### src/uart_regs_pkg.sv
/*
  Constants for the serial status and rate register block.
  Assumes a 32-bit APB master at byte addresses, one word per register.
*/
package uart_regs_pkg;
  // Byte addresses
  localparam logic [7:0] ADDR_CONTROL = 8'h00;
  localparam logic [7:0] ADDR_MODE = 8'h04;
  localparam logic [7:0] ADDR_STATUS = 8'h14;
  localparam logic [7:0] ADDR_RXHOLD = 8'h18;
  localparam logic [7:0] ADDR_TXHOLD = 8'h1C;
  localparam logic [7:0] ADDR_BAUD = 8'h20;
  localparam logic [7:0] ADDR_RXTIMEOUT = 8'h24;
  localparam logic [7:0] ADDR_GUARD = 8'h28;
  localparam logic [7:0] ADDR_RATIO = 8'h40;
  localparam logic [7:0] ADDR_ERRCNT = 8'h44;
  localparam logic [7:0] ADDR_IRFILTER = 8'h4C;
  // Command bits in the control register
  localparam int CMD_TX_EN = 6;
  localparam int CMD_TX_DIS = 7;
  localparam int CMD_STATUS_CLR = 8;
  localparam int CMD_START_TO = 11;
  localparam int CMD_REPEAT_CLR = 13;
  localparam int CMD_NEGACK_CLR = 14;
  // Mode register: smart-card select
  localparam int MODE_SMARTCARD = 0;
  // Status bit positions
  localparam int ST_RECEIVER_READY_FLAG = 0;
  localparam int ST_TRANSMITTER_READY_FLAG = 1;
  localparam int ST_FRAME = 6;
  localparam int ST_PARITY = 7;
  localparam int ST_TIMEOUT = 8;
  localparam int ST_TXIDLE = 9;
  localparam int ST_REPEAT = 10;
  localparam int ST_TXDMA = 11;
  localparam int ST_RXDMA = 12;
  localparam int ST_NEGACK = 13;
  localparam int ST_CHG_LSB = 16;
  localparam int ST_IMG_LSB = 20;
  // Holding register fields
  localparam int CHAR_W = 9;
  localparam int SYNC_BIT = 15;
  // Rate fields
  localparam int DIV_W = 16;
  localparam int FRAC_LSB = 16;
  localparam int FRAC_W = 3;
  localparam int GUARD_W = 8;
  localparam int RATIO_W = 11;
  localparam logic [10:0] RATIO_RESET = 11'h174;
  localparam int CNT_W = 8;
  localparam int OVERSAMPLE = 16;
  localparam logic [3:0] OVS_LAST = 4'hF;
  localparam logic [2:0] FRAC_LAST = 3'h7;
endpackage : uart_regs_pkg

### src/uart_status_and_rate_registers.sv
/*
  Serial status flags, holding registers and rate generators on APB.
  Assumes receiver/transmitter cores report events as one-cycle pulses,
  the modem and DMA levels are synchronous to clk_sys.
*/
// What this block does
// - Stop bit sampled low sets framing flag until status clear command.
// - Failed parity check sets parity flag until status clear command.
// - Timeout flag sets after start-timeout expiry; stays clear if timeout zero.
// - Transmitter idle only when both holding and shift empty, and enabled.
// - Reaching maximum repetitions sets repeat flag until its clear command.
// - Transmit DMA empty status follows that channel's level.
// - Receive DMA full status follows that channel's level.
// - Any negative acknowledge sets flag until its clear command.
// - Modem input toggle sets change flag; status read clears them all.
// - Status shows current levels of the four modem inputs.
// - Receive holding bits 8..0 give last received character.
// - Receive holding bit 15 marks command character versus data.
// - Transmit holding bit 15 selects command or data sync delimiter.
// - Divider zero stops baud clock; else clock divided by 16 and divider.
// - Fraction zero disables fractional step; 1..7 adds eighths.
// - Timeout zero disables; else delay is value times bit period.
// - Guard zero disables; else idle gap of value bit periods.
// - Smart-card baud is serial clock divided by ratio; resets to 0x174.
// - Smart-card ratio zero produces no baud output.
// - Smart-card errors count in 8 bits; reading clears the counter.
// - Filter field configures infrared demodulator glitch filter.
`timescale 1ns/1ns
`default_nettype none
module uart_status_and_rate_registers (
  // Clock and reset
  input wire logic clk_sys,
  input wire logic nrst,
  // APB slave
  input wire logic psel,
  input wire logic penable,
  input wire logic pwrite,
  input wire logic [7:0] paddr,
  input wire logic [31:0] pwdata,
  output logic [31:0] prdata,
  output logic pready,
  output logic pslverr,
  // Receiver core events
  input wire logic rxCharValid,
  input wire logic [8:0] rxCharIn,
  input wire logic rxCharIsCommand,
  input wire logic rxStopLow,
  input wire logic rxParityFail,
  input wire logic rxActivity,
  // Transmitter and smart-card events
  input wire logic txShiftEmpty,
  input wire logic txCharTaken,
  input wire logic repeatLimitHit,
  input wire logic negAckSeen,
  input wire logic smartcardError,
  input wire logic scardClkTick,
  // DMA channel levels
  input wire logic txDmaEmpty,
  input wire logic rxDmaFull,
  // Modem inputs: ring, set ready, carrier, clear to send
  input wire logic [3:0] modemIn,
  // To transmit and receive cores
  output logic [8:0] outgoingCharacter,
  output logic outgoingCommandMarker,
  output logic txCharPending,
  output logic baudTick,
  output logic sampleTick,
  output logic guardActive,
  output logic [7:0] irFilter
);
  localparam int DW = uart_regs_pkg::DIV_W;
  function automatic logic [DW-1:0] incr(input logic [DW-1:0] v);
    incr = v + 16'h0001;
  endfunction : incr
  logic apbWr, apbRd;
  logic [31:0] statusWord, rdMux, cmd;
  assign pready = 1'b1;
  assign pslverr = 1'b0;
  assign apbWr = psel & penable & pwrite;
  assign apbRd = psel & penable & ~pwrite;
  assign cmd = (apbWr && paddr == uart_regs_pkg::ADDR_CONTROL) ? pwdata
             : 32'h0000_0000;
  // Configuration registers
  logic [DW-1:0] divider_q, timeout_q;
  logic [2:0] fraction_q;
  logic [7:0] guard_q, irFilter_q;
  logic [10:0] ratio_q;
  logic smartcard_q, txEnable_q;
  always_ff @(posedge clk_sys or negedge nrst)
  begin
    if (!nrst)
    begin
      divider_q <= 16'h0000;
      fraction_q <= 3'h0;
      timeout_q <= 16'h0000;
      guard_q <= 8'h00;
      ratio_q <= uart_regs_pkg::RATIO_RESET;
      irFilter_q <= 8'h00;
      smartcard_q <= 1'b0;
    end
    else if (apbWr)
    begin
      case (paddr)
        uart_regs_pkg::ADDR_BAUD:
        begin
          divider_q <= pwdata[DW-1:0];
          fraction_q <= pwdata[uart_regs_pkg::FRAC_LSB +: 3];
        end
        uart_regs_pkg::ADDR_RXTIMEOUT: timeout_q <= pwdata[DW-1:0];
        uart_regs_pkg::ADDR_GUARD: guard_q <= pwdata[7:0];
        uart_regs_pkg::ADDR_RATIO: ratio_q <= pwdata[10:0];
        uart_regs_pkg::ADDR_IRFILTER: irFilter_q <= pwdata[7:0];
        uart_regs_pkg::ADDR_MODE:
          smartcard_q <= pwdata[uart_regs_pkg::MODE_SMARTCARD];
        default: ;
      endcase
    end
  end
  assign irFilter = irFilter_q;
  always_ff @(posedge clk_sys or negedge nrst)
  begin
    if (!nrst)
      txEnable_q <= 1'b0;
    else if (cmd[uart_regs_pkg::CMD_TX_DIS])
      txEnable_q <= 1'b0;
    else if (cmd[uart_regs_pkg::CMD_TX_EN])
      txEnable_q <= 1'b1;
  end
  // Baud generator: sample tick every divider (+fraction), bit tick per 16
  logic [DW-1:0] divCnt_q;
  logic [2:0] fracAcc_q;
  logic [3:0] ovsCnt_q;
  logic [10:0] ratioCnt_q;
  logic sample_q, baud_q, fracExtra;
  logic [3:0] fracSum;
  assign fracSum = {1'b0, fracAcc_q} + {1'b0, fraction_q};
  assign fracExtra = fracSum[3];
  always_ff @(posedge clk_sys or negedge nrst)
  begin
    if (!nrst)
    begin
      divCnt_q <= 16'h0000;
      fracAcc_q <= 3'h0;
      ovsCnt_q <= 4'h0;
      ratioCnt_q <= 11'h000;
      sample_q <= 1'b0;
      baud_q <= 1'b0;
    end
    else
    begin
      sample_q <= 1'b0;
      baud_q <= 1'b0;
      if (smartcard_q)
      begin
        // Ratio zero: generator idle, no output
        if (ratio_q == 11'h000)
          ratioCnt_q <= 11'h000;
        else if (scardClkTick)
        begin
          if (ratioCnt_q + 11'h001 >= ratio_q)
          begin
            ratioCnt_q <= 11'h000;
            baud_q <= 1'b1;
          end
          else
            ratioCnt_q <= ratioCnt_q + 11'h001;
        end
      end
      else if (divider_q == 16'h0000)
      begin
        divCnt_q <= 16'h0000;
        ovsCnt_q <= 4'h0;
      end
      // Fraction stretches one period per carry, averaging fraction/8 extra;
      // 17 bits so that divider 65535 plus a carry does not wrap
      else if ({1'b0, divCnt_q} + 17'h0_0001
        >= {1'b0, divider_q} + {16'h0000, fracExtra})
      begin
        divCnt_q <= 16'h0000;
        fracAcc_q <= fracSum[2:0];
        sample_q <= 1'b1;
        ovsCnt_q <= ovsCnt_q + 4'h1;
        if (ovsCnt_q == uart_regs_pkg::OVS_LAST)
          baud_q <= 1'b1;
      end
      else
        divCnt_q <= incr(divCnt_q);
    end
  end
  assign baudTick = baud_q;
  assign sampleTick = sample_q;
  // Receive holding register
  logic [8:0] rxChar_q;
  logic rxCmd_q, rxReady_q, rhrRead;
  assign rhrRead = apbRd && paddr == uart_regs_pkg::ADDR_RXHOLD;
  always_ff @(posedge clk_sys or negedge nrst)
  begin
    if (!nrst)
    begin
      rxChar_q <= 9'h000;
      rxCmd_q <= 1'b0;
      rxReady_q <= 1'b0;
    end
    else if (rxCharValid)
    begin
      rxChar_q <= rxCharIn;
      rxCmd_q <= rxCharIsCommand;
      rxReady_q <= 1'b1;
    end
    else if (rhrRead)
      rxReady_q <= 1'b0;
  end
  // Transmit holding register
  logic [8:0] txChar_q;
  logic txCmd_q, txPend_q;
  always_ff @(posedge clk_sys or negedge nrst)
  begin
    if (!nrst)
    begin
      txChar_q <= 9'h000;
      txCmd_q <= 1'b0;
      txPend_q <= 1'b0;
    end
    else if (apbWr && paddr == uart_regs_pkg::ADDR_TXHOLD)
    begin
      txChar_q <= pwdata[8:0];
      txCmd_q <= pwdata[uart_regs_pkg::SYNC_BIT];
      txPend_q <= 1'b1;
    end
    else if (txCharTaken || !txEnable_q)
      txPend_q <= 1'b0;
  end
  assign outgoingCharacter = txChar_q;
  assign outgoingCommandMarker = txCmd_q;
  assign txCharPending = txPend_q;
  // Guard gap after each character
  logic [7:0] guardCnt_q;
  always_ff @(posedge clk_sys or negedge nrst)
  begin
    if (!nrst)
      guardCnt_q <= 8'h00;
    else if (txCharTaken && guard_q != 8'h00)
      guardCnt_q <= guard_q;
    else if (baud_q && guardCnt_q != 8'h00)
      guardCnt_q <= guardCnt_q - 8'h01;
  end
  assign guardActive = guardCnt_q != 8'h00;
  // Receive timeout in bit periods, restarted by activity
  logic [DW-1:0] toCnt_q;
  logic toArmed_q, timeout_q_flag;
  always_ff @(posedge clk_sys or negedge nrst)
  begin
    if (!nrst)
    begin
      toCnt_q <= 16'h0000;
      toArmed_q <= 1'b0;
      timeout_q_flag <= 1'b0;
    end
    else if (timeout_q == 16'h0000)
    begin
      toArmed_q <= 1'b0;
      timeout_q_flag <= 1'b0;
    end
    else if (cmd[uart_regs_pkg::CMD_START_TO])
    begin
      toCnt_q <= 16'h0000;
      toArmed_q <= 1'b1;
      timeout_q_flag <= 1'b0;
    end
    else if (toArmed_q)
    begin
      if (rxActivity)
        toCnt_q <= 16'h0000;
      else if (baud_q)
      begin
        if (incr(toCnt_q) >= timeout_q)
        begin
          timeout_q_flag <= 1'b1;
          toArmed_q <= 1'b0;
        end
        else
          toCnt_q <= incr(toCnt_q);
      end
    end
  end
  // Sticky error flags; a new event wins over the clear
  logic frame_q, parity_q, repeat_q, negAck_q;
  always_ff @(posedge clk_sys or negedge nrst)
  begin
    if (!nrst)
    begin
      frame_q <= 1'b0;
      parity_q <= 1'b0;
      repeat_q <= 1'b0;
      negAck_q <= 1'b0;
    end
    else
    begin
      frame_q <= rxStopLow
        | (frame_q & ~cmd[uart_regs_pkg::CMD_STATUS_CLR]);
      parity_q <= rxParityFail
        | (parity_q & ~cmd[uart_regs_pkg::CMD_STATUS_CLR]);
      repeat_q <= repeatLimitHit
        | (repeat_q & ~cmd[uart_regs_pkg::CMD_REPEAT_CLR]);
      negAck_q <= negAckSeen
        | (negAck_q & ~cmd[uart_regs_pkg::CMD_NEGACK_CLR]);
    end
  end
  // Modem change detect; first edge after reset only learns the levels
  logic [3:0] modemPrev_q, change_q;
  logic statusRead, modemSeen_q;
  assign statusRead = apbRd && paddr == uart_regs_pkg::ADDR_STATUS;
  always_ff @(posedge clk_sys or negedge nrst)
  begin
    if (!nrst)
    begin
      modemPrev_q <= 4'h0;
      change_q <= 4'h0;
      modemSeen_q <= 1'b0;
    end
    else
    begin
      modemPrev_q <= modemIn;
      modemSeen_q <= 1'b1;
      change_q <= ((modemIn ^ modemPrev_q) & {4{modemSeen_q}})
        | (change_q & {4{~statusRead}});
    end
  end

  // Smart-card error counter, cleared by read; increment wins
  logic [7:0] errCnt_q;
  logic nerRead;
  assign nerRead = apbRd && paddr == uart_regs_pkg::ADDR_ERRCNT;
  always_ff @(posedge clk_sys or negedge nrst)
  begin
    if (!nrst)
      errCnt_q <= 8'h00;
    else if (nerRead)
      errCnt_q <= smartcardError ? 8'h01 : 8'h00;
    else if (smartcardError && errCnt_q != 8'hFF)
      errCnt_q <= errCnt_q + 8'h01;
  end

  always_comb
  begin
    statusWord = 32'h0000_0000;
    statusWord[uart_regs_pkg::ST_RECEIVER_READY_FLAG] = rxReady_q;
    statusWord[uart_regs_pkg::ST_TRANSMITTER_READY_FLAG] = txEnable_q & ~txPend_q;
    statusWord[uart_regs_pkg::ST_FRAME] = frame_q;
    statusWord[uart_regs_pkg::ST_PARITY] = parity_q;
    statusWord[uart_regs_pkg::ST_TIMEOUT] = timeout_q_flag;
    statusWord[uart_regs_pkg::ST_TXIDLE] =
      txEnable_q & ~txPend_q & txShiftEmpty;
    statusWord[uart_regs_pkg::ST_REPEAT] = repeat_q;
    statusWord[uart_regs_pkg::ST_TXDMA] = txDmaEmpty;
    statusWord[uart_regs_pkg::ST_RXDMA] = rxDmaFull;
    statusWord[uart_regs_pkg::ST_NEGACK] = negAck_q;
    statusWord[uart_regs_pkg::ST_CHG_LSB +: 4] = change_q;
    statusWord[uart_regs_pkg::ST_IMG_LSB +: 4] = modemIn;
  end

  // Unused bits and write-only registers read as zero
  always_comb
  begin
    rdMux = 32'h0000_0000;
    case (paddr)
      uart_regs_pkg::ADDR_STATUS: rdMux = statusWord;
      uart_regs_pkg::ADDR_RXHOLD:
      begin
        rdMux[8:0] = rxChar_q;
        rdMux[uart_regs_pkg::SYNC_BIT] = rxCmd_q;
      end
      uart_regs_pkg::ADDR_BAUD:
      begin
        rdMux[DW-1:0] = divider_q;
        rdMux[uart_regs_pkg::FRAC_LSB +: 3] = fraction_q;
      end
      uart_regs_pkg::ADDR_RXTIMEOUT: rdMux[DW-1:0] = timeout_q;
      uart_regs_pkg::ADDR_GUARD: rdMux[7:0] = guard_q;
      uart_regs_pkg::ADDR_RATIO: rdMux[10:0] = ratio_q;
      uart_regs_pkg::ADDR_ERRCNT: rdMux[7:0] = errCnt_q;
      uart_regs_pkg::ADDR_IRFILTER: rdMux[7:0] = irFilter_q;
      uart_regs_pkg::ADDR_MODE:
        rdMux[uart_regs_pkg::MODE_SMARTCARD] = smartcard_q;
      default: rdMux = 32'h0000_0000;
    endcase
  end
  assign prdata = apbRd ? rdMux : 32'h0000_0000;
endmodule : uart_status_and_rate_registers
`default_nettype wire

### config.mk
export PLATFORM = sky130hd
export DESIGN_NAME = uart_status_and_rate_registers
export DESIGN_NICKNAME = d
export VERILOG_FILES = /design/src/uart_regs_pkg.sv /design/src/uart_status_and_rate_registers.sv
export SDC_FILE = /design/constraint.sdc
export NUM_CORES = 1
export LEC_CHECK = 0
export BUFFER_PORTS_ARGS = -buffer_cell sky130_fd_sc_hd__clkbuf_2
export CELL_PAD_IN_SITES_DETAIL_PLACEMENT = 1
export CELL_PAD_IN_SITES_GLOBAL_PLACEMENT = 2
export CORE_ASPECT_RATIO = 1.25
export CORE_MARGIN = 2
export CORE_UTILIZATION = 40
export DETAILED_ROUTE_END_ITERATION = 7
export PLACE_DENSITY_LB_ADDON = 0.1
export SYNTH_ARGS = -nofsm -noshare
export SYNTH_HDL_FRONTEND = slang
export SYNTH_SLANG_ARGS = --single-unit
### constraint.sdc
create_clock -name clk_sys -period 5.59 [get_ports clk_sys]
set_input_delay 1.118 -clock clk_sys [delete_from_list [all_inputs] [get_ports clk_sys]]
set_output_delay 1.118 -clock clk_sys [all_outputs]
set_load 0.05 [all_outputs]
==> metrics.md <==
| Metric | Value |
|---|---|
| Status | completed |
| Fraction of registers with async set/reset | 100.0% |
| Syn Inst Count | around 1000 |
| Switching Fraction | ~29% |
| Die boundary width | 146.5 um |
| Power dissipated by switching net loads | ~0.86 mW |
| Logic gate share of total power | a little over a tenth |
| Number of global-route vias before repair | between 8000 and 9000 |
| Ordered cell list for the critical path | clkbuf_2 > or4b_1 > nor2_2 > a222oi_1 > a31oi_1 > clkbuf_2 |
| Shortest period the worst path allows | roughly 4700 ps |
| WP data required | roughly 4500 ps |
| Mapped cell area | 0.01015 mm^2 |
| Leading area contributor after synthesis | dfrtp_1 |
| Maximum number of pins on one net before global-route repair | just under 100 |
| Least-Margin Pin Slew | 1038 ps |
| Areal power density over the cells | 252.9 mW/mm^2 |
| Leakage power figure | 5.287 nW |
| Top delay family on crit path | simple AND/OR/NAND/NOR gates |
| Number of sinks on the clock net | ~170 |
| Register bit count reported by yosys | ~170 |
| Worst Setup End Kind | output port |
| Maximum net fanout on the critical path | 13 |
| Count leader, synth | dfrtp_1 |
| CTS-repair resized insts | 0 |
| Worst hold path type | flop to flop |
| Remaining number of nets flagged by the antenna check after routing | 0 |
| Die area | around 0.027 mm^2 |
| Area Growth Syn to Fin | 14.62% |
| Wire length the detailed router placed on met1 | 13580 um |
| Global-route total usage across every layer | 23.67% |
| Total wire length after detailed routing | slightly above 30000 um |
| Cell depth of the worst flop-to-flop path | 14 |
| Sequential share of the synthesized area | approximately two fifths |
| Worst slew slack as a fraction of its limit | a little under a third |
| Top sig layer | met4 |
| Leading register cell type out of synthesis | dfrtp_1 |
| Unrepaired setup endpoints after global routing | false |
| Setup WS pre-CTS | about 980 ps |
| Maximum resistive drop on vdd | roughly 190 uV |
| Global-route congestion overflow total | 0 |
| Count of distinct cell types in the synthesized netlist | 70 |
| Final clock period utilization by the worst path | 83.47% |
| Cell mode on critical path | clkbuf_2 |
| Count of buffering cells on the critical path with inverters included | 2 |
| Final count of hold timing violations | 0 |
| HPWL after DPL | around 23000 um |
| Crit path depth | 6 |
| Number of synthesized flops with an enable pin | 0 |
| Chip height | 182.1 um |
| CTS Root Buffer Type | clkbuf_16 |
| Internal power | between 2 and 2.5 mW |
| Routed wirelength normalized by instance count | roughly 21 um |
| Initial antenna violation count | 1 |
| Critical path launch point type | input port |
| Setup WS post-layout | slightly above 900 ps |
| Number of setup buffers added after CTS | 0 |
| Number of detailed-routing iterations run before antenna repair | 5 |
| Setup skew after layout | 8.622 ps |
| Count of pins over their slew limit | 0 |
| Hold depth | 1 |
| Maximum clock frequency | approximately 210 MHz |
| Number of nets in the layout | between 1000 and 1500 |
| Number of vias in the routed layout | slightly above 8000 |
| Io pins | between 100 and 150 |
| Post-synth top area share | between 40% and 50% |
| Met2 wire length | between 15000 and 20000 um |
| Drt first-iter violations | 414 |
| CTS tree | built |
| Ranking of synthesized cells by instance count | dfrtp_1 (164), nand2_1 (124), mux2_2 (76), ha_1 (56), nor2_1 (56) |
| CP max-delay cell | or4b_1 |
| Data arrival, critical path | around 3600 ps |
| H-tree levels | 4 |
| Number of DRC violations after detailed routing | 0 |
| Count of input and output buffers | approximately 100 |
| Category of the critical setup timing path | input port to output port |
| Floorplan row count | 65 |
| Clk_lat worst skew | around 440 ps |
| Utilization of the core after routing | 46.29% |
| Post-synthesis average cell area | 9.807 um^2 |
| Syn. warnings | 0 |
| Core area | 0.02513 mm^2 |
| Final setup viols | 0 |
| Via-per-instance ratio | around 5.6 |
| Share of power burned in registers | a little under half |
| Count of hold-fix buffers inserted at cts | 0 |
| Longest Clk Path Bufs | 2 |
| DR WL met3 | between 900 and 1000 um |
| Filler cell count in the final layout | between 2000 and 3000 |
| Number of buffers added by the clock tree synthesis step | 17 |
| Top area cells in the synthesized netlist | dfrtp_1 (40%), mux2_2 (8.4%), ha_1 (6.9%) |
| Stage delay of the slowest cell on the critical path | 760 ps |
| Post-CTS clock slew at the launch and capture registers of the worst setup and hold paths | around 70 ps |
| Count of inserted antenna diode cells | 0 |
| Post-route setup TNS | 0 ps |
| Max_cap viols | 0 |
| Wire length of the first global-routing pass | ~49000 um |
| Part of the power in the clock network | 43.2% |
| GP Congestion | 0.7903 |
| Initial Util | 40.39% |
| Ratio of cells with drive above 1 in the final layout | 22.07% |
power groups by stage:
stage	logic, mW	registers (mW)	clock network [mW]
global route	0.359	1.36	1.36
detailed placement	0.322	1.38	0
global placement	0.312	1.38	0
CTS	0.325	1.35	1.31
finish	0.318	1.35	1.27
floorplan	0.194	1.36	0
kinds of logic after synthesis:
kind of cell | count (synthesis) | synth area share (%)
AO/OA/AOI/OAI | 206 | 14.35
multiplexers | 90 | 9.936
flip-flops | 169 | 41.73
buffers and inverters | 99 | 4.117
XOR/XNOR | 62 | 5.350
other | 2 | 0.07399
AND/OR/NAND/NOR | 350 | 17.34
adder cells (fa/ha/maj) | 57 | 7.101
stage by stage:
step	hold slack (ps)	area, um^2	std cells	total power, mW
2_1_floorplan	448.6	10180	1044	1.556
3_3_place_gp	459.9	11000	1445	1.688
3_5_place_dp	467.0	11000	1445	1.699
4_1_cts	483.2	11630	1477	2.992
5_1_grt	511.8	11630	1477	3.087
6_report	480.1	11630	1477	2.942
placed cells by master, fill, tap and decap left out, types with 21 or more instances in the layout:
| cell type | n |
|---|---|
| mux2_2 | 76 |
| xor2_1 | 30 |
| o21ai_0 | 37 |
| dfrtp_1 | 164 |
| a21oi_1 | 28 |
| nand2_1 | 124 |
| ha_1 | 56 |
| nand3_1 | 42 |
| nand4_1 | 21 |
| a21o_1 | 22 |
| nor2_1 | 56 |
| inv_1 | 49 |
| a22oi_1 | 21 |
| clkbuf_2 | 102 |
| xnor2_1 | 32 |
path summary, 6_finish.rpt:
| path | start | end | slack (ps) |
|---|---|---|---|
| max | paddr[4] | prdata[2] | 920 |
| min | frame_q$_DFF_PN0_ | frame_q$_DFF_PN0_ | 480 |
| max reg2reg | fraction_q[1]$_DFFE_PN0P_ | divCnt_q[2]$_DFFE_PN0N_ | 1310 |
| min reg2reg | frame_q$_DFF_PN0_ | frame_q$_DFF_PN0_ | 480 |
| max in group asynchronous | nrst | ratio_q[2]$_DFFE_PN1P_ | 3850 |
| min in group asynchronous | nrst | change_q[3]$_DFF_PN0_ | 770 |
sequential cells by signal, summed over array words and instances, names as in the netlist, 3 cells and up:
register and flops:
irFilter 8, divCnt_q 16, guard_q 8, modemPrev_q 4
fraction_q 3, timeout_q 16, guardCnt_q 8, rxChar_q 9
toCnt_q 16, errCnt_q 8, change_q 4, ratioCnt_q 11
fracAcc_q 3, divider_q 16, outgoingCharacter 9, ovsCnt_q 4
ratio_q 11
area by class of cell:
| type | count | area [um^2] | area share [%] |
|---|---|---|---|
| Timing Repair Buffer | 116 | 631.9 | 5.431 |
| Tap cell | 335 | 419.2 | 3.603 |
| Inverter | 49 | 183.9 | 1.581 |
| Multi-Input combinational cell | 776 | 5530 | 47.54 |
| Sequential cell | 169 | 4235 | 36.41 |
| Clock buffer | 17 | 425.4 | 3.657 |
| Clock inverter | 15 | 207.7 | 1.785 |
worst register-to-register path, stage by stage, from the launching register on:
cell and delay (ps):
dfrtp_1 430, ha_1 310, a21o_1 180, a21o_1 180, ha_1 210, ha_1 250, nand3_1 230, xor2_1 210
ha_1 270, nand4_1 170, nor3_1 70, a2111oi_0 850, o2111ai_1 460, nor3b_1 320, a21o_1 110
metal layers:
metal	track usage, %	vias to the layer above
li1	-	3966
met1	30.67	4107
met2	40.92	151
met3	3.250	42
met4	7.806	0
met5	0	-
No activity file was read; power rests on OpenSTA's default activity.
